==> config.mk <==
export PLATFORM = sky130hd
export DESIGN_NAME = config_word_decode_protect
export DESIGN_NICKNAME = d
export VERILOG_FILES = /design/src/inc/cfg_pkg.sv /design/src/design/config_word_decode_protect.sv /design/src/design/cfg_cells.sv /design/src/design/cfg_decode.sv
export SDC_FILE = /design/constraint.sdc
export NUM_CORES = 1
export LEC_CHECK = 0
export ABC_AREA = 1
export BUFFER_PORTS_ARGS = -buffer_cell sky130_fd_sc_hd__clkbuf_2
export CAP_MARGIN = 20
export CELL_PAD_IN_SITES_DETAIL_PLACEMENT = 1
export CELL_PAD_IN_SITES_GLOBAL_PLACEMENT = 2
export CORE_ASPECT_RATIO = 0.75
export CORE_MARGIN = 2
export CORE_UTILIZATION = 28
export CTS_CLUSTER_DIAMETER = 120
export DETAILED_ROUTE_END_ITERATION = 10
export PLACE_DENSITY = 0.79
export RECOVER_POWER = 100
export SYNTH_ARGS = -nofsm -noshare
export SYNTH_HDL_FRONTEND = slang
export SYNTH_SLANG_ARGS = --single-unit
==> constraint.sdc <==
create_clock -name i_clk -period 6.5 [get_ports i_clk]
set_clock_uncertainty 0.2 [all_clocks]
set_input_delay 0.975 -clock i_clk [delete_from_list [all_inputs] [get_ports i_clk]]
set_output_delay 0.975 -clock i_clk [all_outputs]
set_load 0.05 [all_outputs]
==> src/inc/cfg_pkg.sv <==
// Constants, types and field layout for the configuration word decoder
// Operation
// - Unimplemented configuration bit positions always read back as one
// - Blank or bulk-erased cells read all ones, selecting each all-ones option
// - Clock output enable one gives pin I/O; zero drives instruction clock out
// - Brown-out field: 11 on, 10 off in sleep, 01 software, 00 off
// - Brown-out enable never turns on the power-up timer by itself
// - Active-low code protect bit enables protection when zero
// - Protection once enabled clears only through a bulk erase
// - Low-voltage programming on makes reset pin select ignored, pin stays reset
// - Reset pin select: one external reset with pull-up; zero digital input
// - Active-low power-up timer bit: one disables, zero enables
// - Watchdog field: 11 on, 10 off in sleep, 01 software, 00 off
// - Oscillator field: 11 high, 10 medium, 01 low external; 00 internal
// - Core fetches and reads program memory regardless of protection
// - Protection blocks external writes; external reads return zeros
// - Self-write region comes from its own field, not from code protection
// - Stack fault reset enable resets on overflow or underflow, setting flag
// - Configuration words sit at fixed adjacent addresses, word one first
package cfg_pkg;

  localparam int WORD_W = 14;
  localparam int ADDR_W = 16;

  // Register port addresses
  localparam logic [15:0] ADDR_CONFIG_ONE = 16'h8007;
  localparam logic [15:0] ADDR_CONFIG_TWO = 16'h8008;
  localparam logic [15:0] ADDR_STATUS = 16'h8009;

  localparam logic [13:0] ERASED_WORD = 14'h3fff;
  localparam logic [13:0] ZERO_WORD = 14'h0000;

  // Always-one masks of unimplemented bits
  localparam logic [13:0] UNIMPL_ONE = 14'h3104;
  localparam logic [13:0] UNIMPL_TWO = 14'h11fc;

  // Word one field positions
  localparam int CLOCK_OUT_BIT = 11;
  localparam int BROWNOUT_LSB = 9;
  localparam int PROTECT_BIT = 7;
  localparam int RESET_PIN_BIT = 6;
  localparam int POWERUP_BIT = 5;
  localparam int WATCHDOG_LSB = 3;
  localparam int OSC_LSB = 0;

  // Word two field positions
  localparam int LOW_VOLT_PROG_BIT = 13;
  localparam int LOW_POWER_BROWNOUT_BIT = 11;
  localparam int BROWNOUT_VOLT_BIT = 10;
  localparam int STV_BIT = 9;
  localparam int SELF_WRITE_LSB = 0;

  // Status bit positions
  localparam int ST_PROTECT_BIT = 0;
  localparam int ST_BUSY_BIT = 1;

  typedef enum logic [1:0] {
    MODE_OFF = 2'b00,
    MODE_SOFTWARE = 2'b01,
    MODE_RUN_ONLY = 2'b10,
    MODE_ALWAYS = 2'b11
  } enable_mode_e;

  typedef enum logic [1:0] {
    OSC_INTERNAL = 2'b00,
    OSC_EXT_LOW = 2'b01,
    OSC_EXT_MEDIUM = 2'b10,
    OSC_EXT_HIGH = 2'b11
  } osc_mode_e;

  typedef struct packed {
    logic clock_output_enable;
    enable_mode_e brownout_mode;
    logic code_protected;
    logic reset_pin_is_reset;
    logic reset_pin_pullup_forced;
    logic powerup_timer_on;
    enable_mode_e watchdog_mode;
    osc_mode_e osc_mode;
    logic clock_input_pin_is_io;
    logic low_voltage_prog_enable;
    logic low_power_brownout_sel;
    logic brownout_voltage_sel;
    logic stack_fault_reset_enable;
    logic [1:0] self_write_protect_sel;
  } cfg_options_s;

  typedef struct packed {
    logic req;
    logic write;
    logic [13:0] addr;
    logic [13:0] wdata;
  } prog_req_s;

endpackage

==> src/design/config_word_decode_protect.sv <==
// Configuration loader, option latch and external program access guard
//
// Implementation choices: the plain strobed port and the register addresses.
`timescale 1ns/1ns
`default_nettype none
module config_word_decode_protect
  import cfg_pkg::*;
(
  // Clock and reset
  input wire logic i_clk,
  input wire logic i_reset,
  // Register port
  input wire logic [15:0] i_addr,
  input wire logic [13:0] i_wdata,
  input wire logic i_write,
  input wire logic i_read,
  output logic [13:0] o_rdata,
  // External programmer access
  input wire logic i_bulk_erase,
  input wire prog_req_s i_prog,
  input wire logic [13:0] i_mem_rdata,
  output logic o_mem_write,
  output logic [13:0] o_mem_addr,
  output logic [13:0] o_mem_wdata,
  output logic o_prog_rvalid,
  output logic [13:0] o_prog_rdata,
  // Core stack faults
  input wire logic i_stack_push_overflow,
  input wire logic i_stack_pop_underflow,
  output logic o_stack_reset,
  output logic o_stack_overflow_flag,
  output logic o_stack_underflow_flag,
  // Decoded options
  output cfg_options_s o_options
);

  // ------------------------------------------------------------
  // Cells and decode
  // ------------------------------------------------------------
  logic [13:0] word_one;
  logic [13:0] word_two;
  logic prog_one;
  logic prog_two;
  logic [13:0] cell_data;
  cfg_options_s decoded;

  function automatic logic is_cfg_addr(input logic [15:0] a);
    is_cfg_addr = (a == ADDR_CONFIG_ONE) || (a == ADDR_CONFIG_TWO);
  endfunction

  // Config writes come from the register port only
  assign prog_one = i_write && (i_addr == ADDR_CONFIG_ONE);
  assign prog_two = i_write && (i_addr == ADDR_CONFIG_TWO);
  assign cell_data = i_wdata;

  cfg_cells u_cells (
    .i_clk(i_clk),
    .i_reset(i_reset),
    .i_erase(i_bulk_erase),
    .i_prog_one(prog_one),
    .i_prog_two(prog_two),
    .i_data(cell_data),
    .o_word_one(word_one),
    .o_word_two(word_two)
  );

  cfg_decode u_decode (
    .i_word_one(word_one),
    .i_word_two(word_two),
    .o_options(decoded)
  );

  // ------------------------------------------------------------
  // Option latch
  // ------------------------------------------------------------
  // Options are captured on the first clock after reset release and then
  // frozen, so config writes take effect only at the next reset.
  logic loaded;
  logic next_loaded;
  cfg_options_s options;
  cfg_options_s next_options;
  logic protect_live;

  // Protection follows the cells so an erase lifts it at once
  assign protect_live = ~word_one[PROTECT_BIT];

  always_comb begin
    next_loaded = 1'b1;
    next_options = options;
    if (!loaded) begin
      next_options = decoded;
    end
  end

  always_ff @(posedge i_clk or posedge i_reset) begin
    if (i_reset) begin
      loaded <= 1'b0;
      options <= '0;
    end else begin
      loaded <= next_loaded;
      options <= next_options;
    end
  end

  // ------------------------------------------------------------
  // External program access guard
  // ------------------------------------------------------------
  // Only the external path is gated; the core fetch port bypasses this
  // block entirely
  logic mem_write;
  logic next_mem_write;
  logic [13:0] mem_addr;
  logic [13:0] next_mem_addr;
  logic [13:0] mem_wdata;
  logic [13:0] next_mem_wdata;
  logic rpend;
  logic next_rpend;
  logic rpend_blocked;
  logic next_rpend_blocked;
  logic prog_rvalid;
  logic next_prog_rvalid;
  logic [13:0] prog_rdata;
  logic [13:0] next_prog_rdata;

  always_comb begin
    next_mem_write = 1'b0;
    next_mem_addr = mem_addr;
    next_mem_wdata = mem_wdata;
    next_rpend = 1'b0;
    next_rpend_blocked = 1'b0;
    next_prog_rvalid = 1'b0;
    next_prog_rdata = prog_rdata;
    if (i_prog.req) begin
      next_mem_addr = i_prog.addr;
      next_mem_wdata = i_prog.wdata;
      if (i_prog.write) begin
        next_mem_write = ~protect_live;
      end else begin
        next_rpend = 1'b1;
        next_rpend_blocked = protect_live;
      end
    end
    // Memory answers in the same cycle the address is presented
    if (rpend) begin
      next_prog_rvalid = 1'b1;
      next_prog_rdata = rpend_blocked ? ZERO_WORD : i_mem_rdata;
    end
  end

  always_ff @(posedge i_clk or posedge i_reset) begin
    if (i_reset) begin
      mem_write <= 1'b0;
      mem_addr <= ZERO_WORD;
      mem_wdata <= ZERO_WORD;
      rpend <= 1'b0;
      rpend_blocked <= 1'b0;
      prog_rvalid <= 1'b0;
      prog_rdata <= ZERO_WORD;
    end else begin
      mem_write <= next_mem_write;
      mem_addr <= next_mem_addr;
      mem_wdata <= next_mem_wdata;
      rpend <= next_rpend;
      rpend_blocked <= next_rpend_blocked;
      prog_rvalid <= next_prog_rvalid;
      prog_rdata <= next_prog_rdata;
    end
  end

  // ------------------------------------------------------------
  // Stack fault reset
  // ------------------------------------------------------------
  // Flags set regardless of enable; only the reset request is gated.
  // Flags clear only by the block reset, as the core reads them later.
  logic stack_reset;
  logic next_stack_reset;
  logic ovf_flag;
  logic next_ovf_flag;
  logic unf_flag;
  logic next_unf_flag;

  always_comb begin
    next_ovf_flag = ovf_flag | i_stack_push_overflow;
    next_unf_flag = unf_flag | i_stack_pop_underflow;
    next_stack_reset = loaded && options.stack_fault_reset_enable &&
                       (i_stack_push_overflow || i_stack_pop_underflow);
  end

  always_ff @(posedge i_clk or posedge i_reset) begin
    if (i_reset) begin
      stack_reset <= 1'b0;
      ovf_flag <= 1'b0;
      unf_flag <= 1'b0;
    end else begin
      stack_reset <= next_stack_reset;
      ovf_flag <= next_ovf_flag;
      unf_flag <= next_unf_flag;
    end
  end

  // ------------------------------------------------------------
  // Register read port
  // ------------------------------------------------------------
  logic [13:0] rdata;
  logic [13:0] next_rdata;

  always_comb begin
    next_rdata = ZERO_WORD;
    if (i_read) begin
      if (i_addr == ADDR_CONFIG_ONE) begin
        next_rdata = word_one | UNIMPL_ONE;
      end else if (i_addr == ADDR_CONFIG_TWO) begin
        next_rdata = word_two | UNIMPL_TWO;
      end else if (i_addr == ADDR_STATUS) begin
        next_rdata[ST_PROTECT_BIT] = protect_live;
        next_rdata[ST_BUSY_BIT] = ~loaded;
      end else if (!is_cfg_addr(i_addr)) begin
        next_rdata = ZERO_WORD;
      end
    end
  end

  always_ff @(posedge i_clk or posedge i_reset) begin
    if (i_reset) begin
      rdata <= ZERO_WORD;
    end else begin
      rdata <= next_rdata;
    end
  end

  assign o_rdata = rdata;
  assign o_mem_write = mem_write;
  assign o_mem_addr = mem_addr;
  assign o_mem_wdata = mem_wdata;
  assign o_prog_rvalid = prog_rvalid;
  assign o_prog_rdata = prog_rdata;
  assign o_stack_reset = stack_reset;
  assign o_stack_overflow_flag = ovf_flag;
  assign o_stack_underflow_flag = unf_flag;
  assign o_options = options;

endmodule
`default_nettype wire

==> src/design/cfg_cells.sv <==
// Nonvolatile configuration cell model with erase and one-way programming
`timescale 1ns/1ns
`default_nettype none
module cfg_cells
  import cfg_pkg::*;
(
  // Clock and reset
  input wire logic i_clk,
  input wire logic i_reset,
  // Cell control
  input wire logic i_erase,
  input wire logic i_prog_one,
  input wire logic i_prog_two,
  input wire logic [13:0] i_data,
  // Cell contents
  output logic [13:0] o_word_one,
  output logic [13:0] o_word_two
);

  logic [13:0] word_one;
  logic [13:0] word_two;
  logic [13:0] next_word_one;
  logic [13:0] next_word_two;

  // Programming only clears bits, like real flash; writes wait out reset
  always_comb begin
    next_word_one = word_one;
    next_word_two = word_two;
    if (i_erase) begin
      next_word_one = ERASED_WORD;
      next_word_two = ERASED_WORD;
    end else if (!i_reset) begin
      // A cleared protect bit cannot be set again by programming
      if (i_prog_one) begin
        next_word_one = (word_one & i_data) | UNIMPL_ONE;
      end
      if (i_prog_two) begin
        next_word_two = (word_two & i_data) | UNIMPL_TWO;
      end
    end
  end

  // Nonvolatile: a block reset must not lift protection, only an erase
  always_ff @(posedge i_clk) begin
    word_one <= next_word_one;
    word_two <= next_word_two;
  end

  assign o_word_one = word_one;
  assign o_word_two = word_two;

endmodule
`default_nettype wire

==> src/design/cfg_decode.sv <==
// Combinational decode of the two configuration words into options
`timescale 1ns/1ns
`default_nettype none
module cfg_decode
  import cfg_pkg::*;
(
  // Configuration words
  input wire logic [13:0] i_word_one,
  input wire logic [13:0] i_word_two,
  // Decoded options
  output cfg_options_s o_options
);

  always_comb begin
    // Raw bit: one leaves the pin as I/O, zero drives the clock out
    o_options.clock_output_enable = i_word_one[CLOCK_OUT_BIT];
    o_options.brownout_mode = enable_mode_e'(i_word_one[BROWNOUT_LSB +: 2]);
    o_options.code_protected = ~i_word_one[PROTECT_BIT];
    // Low-voltage programming keeps the pin as reset
    o_options.reset_pin_is_reset = i_word_two[LOW_VOLT_PROG_BIT] | i_word_one[RESET_PIN_BIT];
    o_options.reset_pin_pullup_forced = o_options.reset_pin_is_reset;
    // Independent of the brown-out field
    o_options.powerup_timer_on = ~i_word_one[POWERUP_BIT];
    o_options.watchdog_mode = enable_mode_e'(i_word_one[WATCHDOG_LSB +: 2]);
    o_options.osc_mode = osc_mode_e'(i_word_one[OSC_LSB +: 2]);
    o_options.clock_input_pin_is_io = (i_word_one[OSC_LSB +: 2] == OSC_INTERNAL);
    o_options.low_voltage_prog_enable = i_word_two[LOW_VOLT_PROG_BIT];
    o_options.low_power_brownout_sel = i_word_two[LOW_POWER_BROWNOUT_BIT];
    o_options.brownout_voltage_sel = i_word_two[BROWNOUT_VOLT_BIT];
    o_options.stack_fault_reset_enable = i_word_two[STV_BIT];
    // Passed raw; erased 11 means no self-write protection
    o_options.self_write_protect_sel = i_word_two[SELF_WRITE_LSB +: 2];
  end

endmodule
`default_nettype wire

==> flow_summary.toml <==
[status]
run_status = "complete, but fails checks"
violations = "capacitance limit, slew limit"

[layout]
fin_util = 0.373
antenna_cells = 0
layout_commonest_cell = "nand2_1"
final_cell_mix = "170 x nand2_1, 81 x clkbuf_1, 79 x dfrtp_1"
fillers = 1626
drive_gt1_frac = 0.184
layout.nets = 653
area_delta_synth_final_pct = 30.2

[global_routing]
met3_usage = 0.0421
grt_use_met1 = 0.194
top_usage_layer = "met2"
grt_pass1_vias = 3353
overflow = 0
grt_pass1_wl_mm = 16.9
grt.total_usage = 0.153
grt_max_degree = 80
grtUsageMet2 = 0.257
antenna_found_initial = 0

[sta]
final.setup.tns_ps = 0
timing.fmax_mhz = 306
rsz0062_at_grt = "false"
relSlewSlack = -0.0833
tightestPinTransition_ps = 1620
slew_violations = 27
setup_viol = 0
final.period_utilization = 0.502
final.min_clock_period_ps = 3260
finalHoldViolations = 0

[logic_synthesis]
yosysWarnings = 0
synth_cell_type_count = 26
postSynthCellCount = 421
synth_top_area_share = 0.531
synth-edff-count = 0
ys_seq_area_frac = 0.618
synth_seq_cells = 95
async_flop_share = 0.832
ys.flop_type = "dfrtp_1"
avgSynthCellArea_sq_um = 8.84
synthesis.area_sq_um = 3720
ys_top_cells_by_area = "dfrtp_1 53%, nand2_1 17%, dfxtp_1 8.6%"
synth_area_leader_cell = "dfrtp_1"
synth_fp_nets = 502

[placement]
place_hpwl_mm = 7.76
port_buffers = 156
gp_congestion = 0.729

[clock_tree]
ctsHtreeMaxLevel = 3
cts-buffers-inserted = 9
path_clk_slew_ps = 70
cts_tree = "yes"
cts_resized = 0
hold_buffers = 0
clk_latency_ps = 330
cts_setup_buffers = 0
clock_path_buffers = 2
clock-sinks = 95
root_buffer = "clkbuf_16"

[routing]
drt_iter0_drc = 118
ant_nets = 0
drc = 0
num_vias = 3206
wire_per_inst_microns = 14.2
firstDrtPassIters = 4
viasPerCell = 4.29
wirelength_mm = 10.6

[flow_run]
maxCapViolations = 1

[min_path]
hold_class = "reg2reg"
holdPathStages = 2
hold_start = "u_cells.o_word_one[1]$_SDFFE_PP1P_"
hold_end = "u_cells.o_word_one[1]$_SDFFE_PP1P_"

[worst_setup_path]
cp.arrival_ps = 3260
crit_path_end_kind = "register"
crit_start = "i_addr[15]"
reg2reg_slack_ps = 4490
worstReg2RegStart = "loaded$_DFF_PP0_"
r2r-end = "o_rdata[1]$_DFF_PP0_"
path_cells = "clkbuf_2 -> inv_1 -> nor2_1 -> nand2_1 -> nor2_1 -> nand2_1 -> nor2_1 -> nand2_1 -> nand2_1 -> nand2_1"
critPathTopFamily = "simple AND/OR/NAND/NOR gates"
cp.buffers_inverters = 2
cp_common_cell = "nand2_1"
worst_path_max_delay_cell = "nor2_1"
crit_path_start_kind = "input pin"
crit_type = "in2reg"
slowest_delay_ps = 710
worstPathRequired_ps = 6500
rr_worst_depth = 5
worstPathMaxFanout = 12

[die]
die_x_microns = 137
die_y_microns = 104
die_area_sq_um = 14200
rows = 36
ios = 160
initial_core_util = 0.287
coreArea_sq_um = 13000

[pwr]
vdd_drop_max_mv = 0.149
power.leakage_nw = 2.55
power.density_nw_per_um2 = 301
==> layout make-up <==
cell class | instances | area [sq um] | area share
clock buffers | 10 | 239 | 0.0493
repair buffers | 158 | 712 | 0.147
clock inverters | 6 | 93.8 | 0.0194
well taps | 171 | 214 | 0.0442
inverters | 44 | 168 | 0.0346
flip-flops and latches | 95 | 2300 | 0.474
multi-input cells | 264 | 1120 | 0.231
==> Yosys cell counts (3+ instances only) <==
cell type,count
nand2_1,168
dfrtp_1,79
inv_1,42
nand3_1,25
nor2_1,21
o21ai_0,20
dfxtp_1,16
clkbuf_1,11
a21oi_1,6
o21ai_1,6
buf_4,3
nand2_2,3
nor2_2,3
==> power by group <==
part / switching, mW / leakage (nW) / total [mW] / internal, mW
sequential: 0.0223 / 1.10 / 0.646 / 0.624
combinational: 0.190 / 1.30 / 0.239 / 0.0490
clock: 0.222 / 0.159 / 0.572 / 0.350
==> state kept, by name, summed over array words and instances (netlist names) <==
| signal | flops |
|---|---|
| o_mem_addr | 14 |
| rpend | 1 |
| loaded | 1 |
| u_cells.o_word_one | 10 |
| o_prog_rdata | 14 |
| o_mem_write | 1 |
| o_rdata | 12 |
| o_stack_underflow_flag | 1 |
| o_options | 17 |
| o_prog_rvalid | 1 |
| o_stack_overflow_flag | 1 |
| o_mem_wdata | 14 |
| o_stack_reset | 1 |
| u_cells.o_word_two | 6 |
| rpend_blocked | 1 |
==> worst max-delay path by stage <==
stage | endpoint | slack (ps) | depth (start not counted)
final | u_cells.o_word_one[3]$_SDFFE_PP1P_ | 3240 | 10
after global routing | u_cells.o_word_one[3]$_SDFFE_PP1P_ | 2960 | 10
after CTS | o_mem_wdata[2]$_DFFE_PP0P_ | 4110 | 4
after detailed placement | o_mem_wdata[2]$_DFFE_PP0P_ | 3750 | 4
after global placement | rpend_blocked$_DFF_PP0_ | 3820 | 3
after floorplan | u_cells.o_word_two[11]$_SDFFE_PP1P_ | 2570 | 5
==> routing by layer <==
metal | wire length (microns) | share of wire
met3 | 547 | 0.051
met4 | 38 | 0.0036
met5 | 0 | 0
met1 | 4780 | 0.45
met2 | 5280 | 0.50
==> kinds of logic (layout without fill, tap and decap cells) <==
group	Yosys count	count (layout)	synth area share
AND/OR/NAND/NOR	230	230	0.267
flip-flops	95	95	0.618
buffers and inverters	62	218	0.0686
AO/OA/AOI/OAI	33	33	0.0454
other	1	1	0.00101
==> per-stage QoR <==
| stage | instance area [sq um] | hold WS (ps) | power [mW] | setup WS [ps] | instances |
|---|---|---|---|---|---|
| floorplan | 3720 | 149 | 0.827 | 2570 | 421 |
| global placement | 4630 | 230 | 0.902 | 3820 | 731 |
| detailed placement | 4630 | 235 | 0.909 | 3750 | 731 |
| CTS | 4970 | 251 | 1.49 | 4110 | 747 |
| global route | 4840 | 278 | 1.53 | 2960 | 748 |
| finish | 4840 | 248 | 1.46 | 3240 | 748 |
==> worst reg2reg max path: stages, from the launching register on <==
cell     delay [ps]
dfrtp_1         850
inv_1           470
nand3_1         210
nand3_1          80
nand2_1          70
inv_1            40
(Power assumes the default switching activity.)
